$ cat config.mk
export PLATFORM = sky130hd
export DESIGN_NAME = drsc_serial_ctrl
export DESIGN_NICKNAME = d
export VERILOG_FILES = /design/src/verilog/drsc_pkg.sv /design/src/verilog/drsc_serial_ctrl.sv
export VERILOG_INCLUDE_DIRS = /design/src /design/src/verilog
export SDC_FILE = /design/constraint.sdc
export NUM_CORES = 1
export LEC_CHECK = 0
export ABC_AREA = 0
export BUFFER_PORTS_ARGS = -buffer_cell sky130_fd_sc_hd__buf_4
export CORE_ASPECT_RATIO = 1.75
export CORE_MARGIN = 4
export CORE_UTILIZATION = 45
export DETAILED_ROUTE_END_ITERATION = 10
export PLACE_DENSITY = 0.64
export REMOVE_ABC_BUFFERS = 1
export SETUP_SLACK_MARGIN = 0.1
export SYNTH_ARGS = -nofsm -noshare
export SYNTH_HDL_FRONTEND = slang
export SYNTH_SLANG_ARGS = --single-unit
$ cat constraint.sdc
create_clock -name clock -period 3.9 [get_ports clock]
set_clock_uncertainty 0.15 [all_clocks]
set_input_delay 0.39 -clock clock [delete_from_list [all_inputs] [get_ports clock]]
set_output_delay 0.39 -clock clock [all_outputs]
set_load 0.02 [all_outputs]
$ cat src/verilog/drsc_consts.svh
// drsc_consts.svh: offsets, field positions, reset values and timing counts
// assumes inclusion from the drsc package and the top module
`ifndef DRSC_CONSTS_SVH
`define DRSC_CONSTS_SVH

`define DRSC_WORD_BITS     24
`define DRSC_CMD_MSB       23
`define DRSC_CMD_LSB       20
`define DRSC_ADDR_MSB      19
`define DRSC_ADDR_LSB      16
`define DRSC_DATA_MSB      15
`define DRSC_WIPER_BITS    10
`define DRSC_STORE_BITS    16
`define DRSC_MIDSCALE      16'h0200
`define DRSC_CHAN_FIRST    4'h0
`define DRSC_CHAN_SECOND   4'h1
`define DRSC_STORE_WORDS   16
`define DRSC_NV_TIME_US    25
`define DRSC_NV_CYCLES     ((`DRSC_NV_TIME_US * 1000) / 10)
`define DRSC_LOAD_CYCLES   2

`endif

$ cat src/verilog/drsc_pkg.sv
// drsc_pkg.sv: command codes and carrier types of the serial front end
// assumes drsc_consts.svh is on the include path
`include "drsc_consts.svh"
package drsc_pkg;

  typedef enum logic [3:0] {
    DRSC_NOP      = 4'h0,
    DRSC_RESTORE  = 4'h1,
    DRSC_SAVE     = 4'h2,
    DRSC_STORE_WR = 4'h3,
    DRSC_DEC6_ONE = 4'h4,
    DRSC_DEC6_ALL = 4'h5,
    DRSC_DEC1_ONE = 4'h6,
    DRSC_DEC1_ALL = 4'h7,
    DRSC_RESET    = 4'h8,
    DRSC_RD_STORE = 4'h9,
    DRSC_RD_WIPER = 4'hA,
    DRSC_WIPER_WR = 4'hB,
    DRSC_INC6_ONE = 4'hC,
    DRSC_INC6_ALL = 4'hD,
    DRSC_INC1_ONE = 4'hE,
    DRSC_INC1_ALL = 4'hF
  } drsc_cmd_t;

  typedef struct packed {
    drsc_cmd_t   cmd;
    logic [3:0]  addr;
    logic [15:0] data;
  } drsc_word_t;

  typedef struct packed {
    logic [9:0] first;
    logic [9:0] second;
  } drsc_wipers_t;

endpackage

$ cat src/verilog/drsc_serial_ctrl.sv
// drsc_serial_ctrl.sv: serial command front end of a dual rheostat
// assumes serial pins already sampled in the clock domain, one word per frame
`timescale 1ns/1ps
`include "drsc_consts.svh"

// Behaviour
// one serial_in bit enters the shift register per serial clock rise
// host sends each word most significant bit first
// chip select low frames a word; command runs when it rises
// write protect low blocks every write, save and adjustment of wipers or store
// preset, restore and reset-all still reload wipers under protection
// host issues a no-op before releasing write protect
// preset reloads both wipers from the persistent store
// preset acts on the rising edge of its active-low input
// store words 0 and 1 hold midscale 512, the rest 0, until the user writes a new value
// ready flags completion of commands 2,3,8,9,10 and preset
// address 0 selects first wiper, address 1 the second
// word is 4 command bits, 4 address bits, two data bytes
// wipers keep 10 data bits, store words keep 16
// serial_out repeats input delayed 24 clocks except read-backs
// reset-all loads every wiper from its saved store word
// ready low from start of long operation until finished
module drsc_serial_ctrl
  import drsc_pkg::*;
#(
  parameter int NV_CYCLES = `DRSC_NV_CYCLES
) (
  input  wire logic         clock,
  input  wire logic         rst_b,
  input  wire logic         serialClk,
  input  wire logic         serial_in,
  input  wire logic         chipSelect_b,
  input  wire logic         writeProtect_b,
  input  wire logic         hardware_preset_n,
  output logic              serial_out,
  output logic              serialOutEn,
  output logic              ready,
  output drsc_wipers_t      wipers
);

  typedef enum logic [1:0] {DRSC_IDLE, DRSC_BUSY} drsc_state_t;

  // =====================================================================
  // edge detection on sampled pins
  // =====================================================================
  logic sclkPrev_q, csPrev_q, presetPrev_q;
  wire  sclkRise   = serialClk & ~sclkPrev_q;
  wire  csRise     = chipSelect_b & ~csPrev_q;
  wire  presetRise = hardware_preset_n & ~presetPrev_q;

  always_ff @(posedge clock or negedge rst_b) begin
    if (!rst_b) begin
      sclkPrev_q   <= 1'b0;
      csPrev_q     <= 1'b1;
      presetPrev_q <= 1'b1;
    end else begin
      sclkPrev_q   <= serialClk;
      csPrev_q     <= chipSelect_b;
      presetPrev_q <= hardware_preset_n;
    end
  end

  // =====================================================================
  // shift register
  // =====================================================================
  logic [`DRSC_WORD_BITS-1:0] shift_q;
  logic                       loadRead_q;
  logic [`DRSC_STORE_BITS-1:0] readVal_q;
  drsc_word_t word;
  assign word = drsc_word_t'(shift_q);

  // read-back data replaces the data bytes once a frame starts
  wire csFall = ~chipSelect_b & csPrev_q;
  always_ff @(posedge clock or negedge rst_b) begin
    if (!rst_b) begin
      shift_q <= '0;
    end else if (csFall && loadRead_q) begin
      shift_q <= {shift_q[23:16], readVal_q};
    end else if (sclkRise && !chipSelect_b) begin
      shift_q <= {shift_q[22:0], serial_in};
    end
  end

  // msb leaves first, 24 clocks after entering
  assign serial_out  = shift_q[`DRSC_WORD_BITS-1];
  assign serialOutEn = ~chipSelect_b;

  // =====================================================================
  // persistent store and wipers
  // =====================================================================
  logic [`DRSC_STORE_BITS-1:0] store_q [`DRSC_STORE_WORDS];
  logic [`DRSC_WIPER_BITS-1:0] wiper_q [2];
  drsc_state_t state_q;
  localparam int CNT_W = $clog2(NV_CYCLES + 1);
  logic [CNT_W-1:0] busyCnt_q;

  wire        exec    = csRise && state_q == DRSC_IDLE;
  wire        chan    = word.addr[0];
  wire        prot    = ~writeProtect_b;
  wire        isLong  = word.cmd inside {DRSC_SAVE, DRSC_STORE_WR,
                         DRSC_RESET, DRSC_RD_STORE, DRSC_RD_WIPER};
  wire        reload  = presetRise ||
                        (exec && word.cmd == DRSC_RESET);
  wire        modOk   = exec && !prot;

  genvar gi;
  generate
    for (gi = 0; gi < `DRSC_STORE_WORDS; gi++) begin : g_store
      always_ff @(posedge clock or negedge rst_b) begin
        if (!rst_b) begin
          store_q[gi] <= (gi < 2) ? `DRSC_MIDSCALE : 16'h0000;
        end else if (modOk && word.cmd == DRSC_STORE_WR &&
                     word.addr == 4'(gi)) begin
          store_q[gi] <= word.data;
        end else if (modOk && word.cmd == DRSC_SAVE && gi < 2 &&
                     chan == 1'(gi)) begin
          store_q[gi] <= {6'h00, wiper_q[1'(gi)]};
        end
      end
    end
    for (gi = 0; gi < 2; gi++) begin : g_wiper
      wire sel = chan == 1'(gi);
      wire [`DRSC_WIPER_BITS-1:0] w = wiper_q[gi];
      logic [`DRSC_WIPER_BITS-1:0] nxt;
      always_comb begin
        nxt = w;
        unique case (word.cmd)
          DRSC_WIPER_WR: if (sel) nxt = word.data[9:0];
          DRSC_DEC6_ONE: if (sel) nxt = w >> 1;
          DRSC_DEC6_ALL: nxt = w >> 1;
          DRSC_DEC1_ONE: if (sel && w != '0) nxt = w - 10'h001;
          DRSC_DEC1_ALL: if (w != '0) nxt = w - 10'h001;
          DRSC_INC6_ONE: if (sel) nxt = {w[8:0], 1'b1};
          DRSC_INC6_ALL: nxt = {w[8:0], 1'b1};
          DRSC_INC1_ONE: if (sel && w != '1) nxt = w + 10'h001;
          DRSC_INC1_ALL: if (w != '1) nxt = w + 10'h001;
          default: nxt = w;
        endcase
      end
      always_ff @(posedge clock or negedge rst_b) begin
        if (!rst_b) begin
          wiper_q[gi] <= `DRSC_WIPER_BITS'(`DRSC_MIDSCALE);
        end else if (reload ||
                     (exec && word.cmd == DRSC_RESTORE && sel)) begin
          wiper_q[gi] <= store_q[gi][9:0];
        end else if (modOk) begin
          wiper_q[gi] <= nxt;
        end
      end
    end
  endgenerate

  assign wipers = '{first: wiper_q[0], second: wiper_q[1]};

  // =====================================================================
  // read-back capture and ready sequencing
  // =====================================================================
  always_ff @(posedge clock or negedge rst_b) begin
    if (!rst_b) begin
      loadRead_q <= 1'b0;
      readVal_q  <= '0;
    end else if (exec) begin
      loadRead_q <= word.cmd inside {DRSC_RD_STORE, DRSC_RD_WIPER};
      readVal_q  <= (word.cmd == DRSC_RD_STORE) ? store_q[word.addr]
                                                : {6'h00, wiper_q[chan]};
    end else if (csFall) begin
      loadRead_q <= 1'b0;
    end
  end

  wire startLong = presetRise || (exec && isLong &&
                   (!prot || word.cmd inside {DRSC_RESET, DRSC_RD_STORE,
                                              DRSC_RD_WIPER}));
  always_ff @(posedge clock or negedge rst_b) begin
    if (!rst_b) begin
      state_q   <= DRSC_IDLE;
      busyCnt_q <= '0;
    end else begin
      unique case (state_q)
        DRSC_IDLE: if (startLong) begin
          state_q   <= DRSC_BUSY;
          busyCnt_q <= CNT_W'(NV_CYCLES - 1);
        end
        DRSC_BUSY: if (busyCnt_q == '0) state_q <= DRSC_IDLE;
                   else busyCnt_q <= busyCnt_q - 1'b1;
        default: state_q <= DRSC_IDLE;
      endcase
    end
  end

  assign ready = state_q == DRSC_IDLE;
endmodule // drsc_serial_ctrl

# [Word level (Yosys, flattened, before mapping)]
# Cells that the tools add are included.
[word_totals] reg_bits=334 input_bits=7 out_inout_bits=23 word_cells=199
[op_classes] addsub=5 n_lt_le_gt_ge=2 eq_ne=50 n_mux=41 bitwise=12 n_reduce_logical=62
[ops] op="$mux 10" n=21
[ops] op="$pmux 10 s9" n=2
[ops] op="$mux 16" n=9
[ops] op="$bmux 16 s4" n=1
[ops] op="$eq 4x4->1 const B" n=16
[ops] op="$ne 3x3->1 const B" n=14
[ops] op="$reduce_bool 10->1" n=4
[ops] op="$logic_and 1x1->1" n=34
[ops] op="$eq 4x3->1 const B" n=8
[ops] op="$mux 12" n=2
[ops] op="$pmux 12 s2" n=1
[ops] op="$add 10x1->10 const B" n=2
[ops] op="$ne 10x10->1 const B" n=2
[ops] op="$sub 10x1->10 const B" n=2
[ops] op="$reduce_and 9->1" n=2
[ops] op="$eq 4x2->1 const B" n=4
[ops] op="$reduce_bool 2->1" n=8
[ops] op="$logic_not 12->1" n=1
[ops] op="$sub 12x1->12 const B" n=1
[ops] op="$eq 4x1->1 const B" n=2
[ops] op="$not 1->1" n=6
[ops] op="$ge 5x5->1 const B" n=1
[ops] op="$logic_or 1x1->1" n=5
[ops] op="$not 4->5" n=1
[ops] op="16 further kinds" n=23

# [Depth between registers and ports, before layout]
[logic_depth] depth_word=8 ltp_mapped=12 ltp_nobuf=9

# [Worst setup path after synthesis]
# OpenSTA, ideal clock, no wires.
[synth_timing] kind="register to register" start="register shift_q[22]" end="register wiper_q, in the netlist g_wiper[1].w[8]" setup_time_ns=0.095 arrival_time_ns=2.683 t_required_ns=3.655 path_slack_ns=0.971 path_stages_with_launch=13 path_buffers=3 synth_period_minus_slack_ns=2.929 path_cell_list="dfrtp_1 -> clkbuf_1 -> and3_1 -> buf_2 -> clkbuf_1 -> xnor2_1 -> ha_1 -> nand2_1 -> a211oi_1 -> o21ai_0 -> mux2i_1 -> o211a_1 -> o31ai_1"
[synth_between] elab_chain_cells=6 word_cells_on_any_way=29 classes_between="eq/ne (18); mux (3); reduce/logical (8)"
[synth_rtl] item="start, declared" line_no="drsc_serial_ctrl.sv:66" text="logic [`DRSC_WORD_BITS-1:0] shift_q;"
[synth_rtl] item="start signal, assigned" line_no="drsc_serial_ctrl.sv:78" text="shift_q <= {shift_q[23:16], readVal_q};"
[synth_rtl] item="start signal, assigned" line_no="drsc_serial_ctrl.sv:80" text="shift_q <= {shift_q[22:0], serial_in};"
[synth_rtl] item="$eq 4x4->1 or $eq 4x1->1 (tied branches)" line_no="drsc_serial_ctrl.sv:103, drsc_serial_ctrl.sv:144"
[synth_rtl] item="$logic_and 1x1->1 (on tied branches)" line_no="drsc_serial_ctrl.sv:103, drsc_serial_ctrl.sv:144"
[synth_rtl] item="$logic_or 1x1->1 or $logic_and 1x1->1 (tied branches)" line_no="drsc_serial_ctrl.sv:102, drsc_serial_ctrl.sv:144"
[synth_rtl] item="$logic_or 1x1->1" line_no="drsc_serial_ctrl.sv:143" text="end else if (reload ||"
[synth_rtl] item="$reduce_bool 10->1 (no source line) (tied with other cells)"
[synth_rtl] item="$reduce_and 9->1 (no source line)"
[synth_rtl] item="end signal, assigned by index" line_no="drsc_serial_ctrl.sv:142" text="wiper_q[gi] <= `DRSC_WIPER_BITS'(`DRSC_MIDSCALE);"
[synth_rtl] item="end signal, assigned by index" line_no="drsc_serial_ctrl.sv:145" text="wiper_q[gi] <= store_q[gi][9:0];"
[synth_rtl] item="end signal, assigned by index" line_no="drsc_serial_ctrl.sv:147" text="wiper_q[gi] <= nxt;"
[synth_rtl] item="end, declared" line_no="drsc_serial_ctrl.sv:92" text="logic [`DRSC_WIPER_BITS-1:0] wiper_q [2];"
# Parallel ways exist; a longest one is shown, timed or not. The select of a mux whose other input is x is not followed.
# A chain may end at the register's enable or synchronous reset.

# [Worst setup path in the final report]
[layout_timing] start="register state_q[0]" end="register store_q[193] in the netlist's numbering"
[layout_between] elab_chain_cells=5
[layout_rtl] item="start, declared" line_no="drsc_serial_ctrl.sv:93" text="drsc_state_t state_q;"
[layout_rtl] item="start signal, assigned" line_no="drsc_serial_ctrl.sv:176" text="state_q <= DRSC_IDLE;"
[layout_rtl] item="start signal, assigned" line_no="drsc_serial_ctrl.sv:181" text="state_q <= DRSC_BUSY;"
[layout_rtl] item="start signal, assigned" line_no="drsc_serial_ctrl.sv:184" text="DRSC_BUSY: if (busyCnt_q == '0) state_q <= DRSC_IDLE;"
[layout_rtl] item="$logic_not 2->1" line_no="drsc_serial_ctrl.sv:97" text="wire exec = csRise && state_q == DRSC_IDLE;"
[layout_rtl] item="$logic_and 1x1->1" line_no="drsc_serial_ctrl.sv:97"
[layout_rtl] item="$logic_and 1x1->1" line_no="drsc_serial_ctrl.sv:104" text="wire modOk = exec && !prot;"
[layout_rtl] item="$logic_and 1x1->1 (2 in a row)" line_no="drsc_serial_ctrl.sv:112" text="end else if (modOk && word.cmd == DRSC_STORE_WR &&"
[layout_rtl] item="end signal, assigned by index" line_no="drsc_serial_ctrl.sv:111" text="store_q[gi] <= (gi < 2) ? `DRSC_MIDSCALE : 16'h0000;"
[layout_rtl] item="end signal, assigned by index" line_no="drsc_serial_ctrl.sv:114" text="store_q[gi] <= word.data;"
[layout_rtl] item="end signal, assigned by index" line_no="drsc_serial_ctrl.sv:117" text="store_q[gi] <= {6'h00, wiper_q[1'(gi)]};"
[layout_rtl] item="end, declared" line_no="drsc_serial_ctrl.sv:91" text="logic [`DRSC_STORE_BITS-1:0] store_q [`DRSC_STORE_WORDS];"
# No other way between the ends.

==> impl_metrics.tcl <==
set metrics [dict create \
    cts_setup_buffers 0 \
    vias 11000 \
    syn_inst 1325 \
    ff2ff_path_depth 5 \
    synth_seq_cells 333 \
    tightest_slew_ns 0.879 \
    die_y_um 264 \
    grt_pass1_wl_mm 69.1 \
    worstSetupStartpointType "flip-flop" \
    vias_per_cell 6.04 \
    antenna_found_initial 0 \
    final.period_utilization_pct 82.9 \
    cts_sinks 333 \
    io_pins 30 \
    crit_required_ns 4.19 \
    post_drt_wl_per_cell_um 23.7 \
    ys_dominant_reg_cell "dfrtp_1" \
    dp_worst_setup_slack_ns 0.652 \
    io_buffers 29 \
    n_fill_cell 3178 \
    core.rowCount 93 \
    grt_pass1_vias 11800 \
    power.leakage_nw 8.20 \
    dieArea_mm2 0.0406 \
    final_nets 1338 \
    cts_inserted_buffers 29 \
    gr-total-overflow 0 \
    synthArstFlopShare_pct 100 \
    maxCapViolCount 0 \
    cts-root-buf "clkbuf_16" \
    insertedDiodeCount 0 \
    fmax_mhz 309 \
    synth_cell_type_count 69 \
    critPathMaxFanout 16 \
    syn_area_mm2 0.0168 \
    clk_latency_ns 0.56 \
    crit_arrival_ns 3.52 \
    path_class "flip-flop to flip-flop" \
    cts_tree "built" \
    holdPathStages 3 \
    die_x_um 154 \
    setup_ws_ns 0.666 \
    final_util_pct 50.4 \
    finalPower_w 0.00736 \
    ys_warn_count 0 \
    min_path_type "input pin to flip-flop" \
    syn2layout_area_growth_pct 10.7 \
    fin_setup_tns_ns 0 \
    cts_resized 0 \
    cts_max_path_buffers 3 \
    peakVddDrop_mv 0.233 \
    core_area_mm2 0.0369 \
    drive_gt1_share_pct 35.0 \
    drt_wl_total_mm 43.2 \
    track_usage_pct 21.5 \
    status "finished clean" \
    gp_congestion 0.919 \
    worstSetupEndpointType "flip-flop" \
    antenna_left 0 \
    synth_edf_count 0 \
    power_density_mw_per_mm2 396 \
    rsz0062_at_grt "no" \
    finalHoldViolations 0 \
    start_util_pct 45.5 \
    final.min_clock_period_ns 3.23 \
    finalSetupViolCount 0 \
    grt_start_max_net_pins 102 \
    yosysSeqAreaShare_pct 49.7 \
    clkTransAtPathRegs_ns 0.08 \
    r2r_slack_ns 0.67 \
    drc 0 \
    syn_avg_cell_area_um2 12.7 \
    slew_viol_final 0 \
    firstDrtPassIters 5 \
    htree_levels 1 \
    drt-initial-drc-count 707 \
    slew-limit-headroom_pct 41.4 \
    dp_hpwl_mm 29.4 \
]
[worst paths after layout]
| path | to | from |
|---|---|---|
| setup reg to reg | store_q[193]$_DFFE_PN0P_ | state_q[0]$_DFFE_PN0P_ |
| setup / recovery | store_q[193]$_DFFE_PN0P_ | state_q[0]$_DFFE_PN0P_ |
| hold reg to reg | shift_q[3]$_DFFE_PN0P_ | readVal_q[3]$_DFFE_PN0P_ |
| hold / removal | shift_q[0]$_DFFE_PN0P_ | serial_in |
| min in group asynchronous | store_q[140]$_DFFE_PN0P_ | rst_b |
| max in group asynchronous | store_q[233]$_DFFE_PN1P_ | rst_b |
[cells by family after synthesis]
kind of cell | share of synthesized area (%)
and+or+nand+nor | 8.18
xor gates and xnor gates | 1.20
buffers and inverters | 3.61
adders and majority gates | 0.521
AOI/OAI and AO/OA | 7.43
muxes | 29.4
DFF | 49.7
[Yosys cell counts (6+ instances only)]
library cell    n  area, µm²
xor2_1         11       96.3
nand4_1         8       50.1
or4_1           9       67.6
xnor2_1        12        105
o31ai_1         9       67.6
nor3_1         12       60.1
mux2_2        226       2540
nor2_2          6       37.5
nor2_1         37        139
buf_2          14       70.1
buf_1          21       78.8
a22o_1         22        193
buf_4           6       45.0
dfrtp_1       327       8180
dfstp_2         6        158
nand2b_1       10       62.6
and3_1          7       43.8
nor4_1         12       75.1
nor3b_1         6       45.0
nand3_1        10       50.1
a31oi_1         7       43.8
mux4_2         80       1800
o221ai_1       13        114
ha_1            7       87.6
or3_1          11       68.8
mux2i_1        58        581
a21oi_1        28        140
nor2b_1        10       62.6
nand2_1        99        372
clkbuf_1       71        267
inv_1          26       97.6
o21ai_0        73        365
[cells in the final DEF (no fill, tap or decap), types with 13 or more instances in the layout]
master     Yosys  final
clkbuf_16      0     29
buf_4          6     74
nand2_1       99     99
dfrtp_1      327    324
nor2_1        37     37
mux4_2        80     80
a21oi_1       28     28
o221ai_1      13     13
mux2_2       226    226
a22o_1        22     22
inv_1         26     26
mux2i_1       58     58
o21ai_0       73     71
[timing repair]
item,4_1_cts,5_1_grt
hold buffers,4,0
endpoints found under the hold margin,96,0
endpoints found under the setup margin,0,0
[report_power, final]
group / leakage [nW] / total (W) / internal [W] / switching, W
Sequential: 4.57 / 0.00394 / 0.00356 / 0.000388
Combinational: 3.15 / 0.000489 / 0.000199 / 0.000290
Clock: 0.478 / 0.00292 / 0.00163 / 0.00129
Total: 8.20 / 0.00736 / 0.00539 / 0.00197
[flip-flops by register name (all words and copies together) (netlist names)]
register	cells
store_q	256
shift_q	24
g_wiper.w	20
readVal_q	16
busyCnt_q	12
csPrev_q	1
loadRead_q	1
presetPrev_q	1
sclkPrev_q	1
state_q	1
[cell type report]
cell class                 count  area (µm²)  area share, %
sequential                   333        8350           44.9
multi-input combinational    849        7870           42.3
clock buffer                  39         833           4.48
timing repair buffer          84         711           3.82
tap                          475         594           3.20
clock inverter                13         131          0.707
inverter                      27         101          0.545
[routing by layer]
metal,share of wire [%],global-route usage (%),vias to the layer above,routed length (µm)
li1,-,-,4874,-
met1,38,25.0,5766,16500
met2,54,39.8,226,23400
met3,2.6,1.79,118,1120
met4,5.0,9.82,0,2150
met5,0,0,-,0
[per-stage QoR]
stage                     cell area (µm²)  cells  hold WS (ns)
after global routing                18600   1820        0.0237
after CTS                           18600   1820       0.00822
after detailed placement            17600   1764         0.316
after floorplan                     16300   1209       -0.0556
after global placement              17600   1764         0.309
final                               18600   1820        0.0261
[critical path, cell delays in order, from the launching register on]
cell	delay, ns
dfrtp_1	0.44
or3b_1	0.63
or3_1	0.48
or4_1	0.49
nor2_4	0.50
mux2_2	0.40
(Power assumes the default switching activity.)
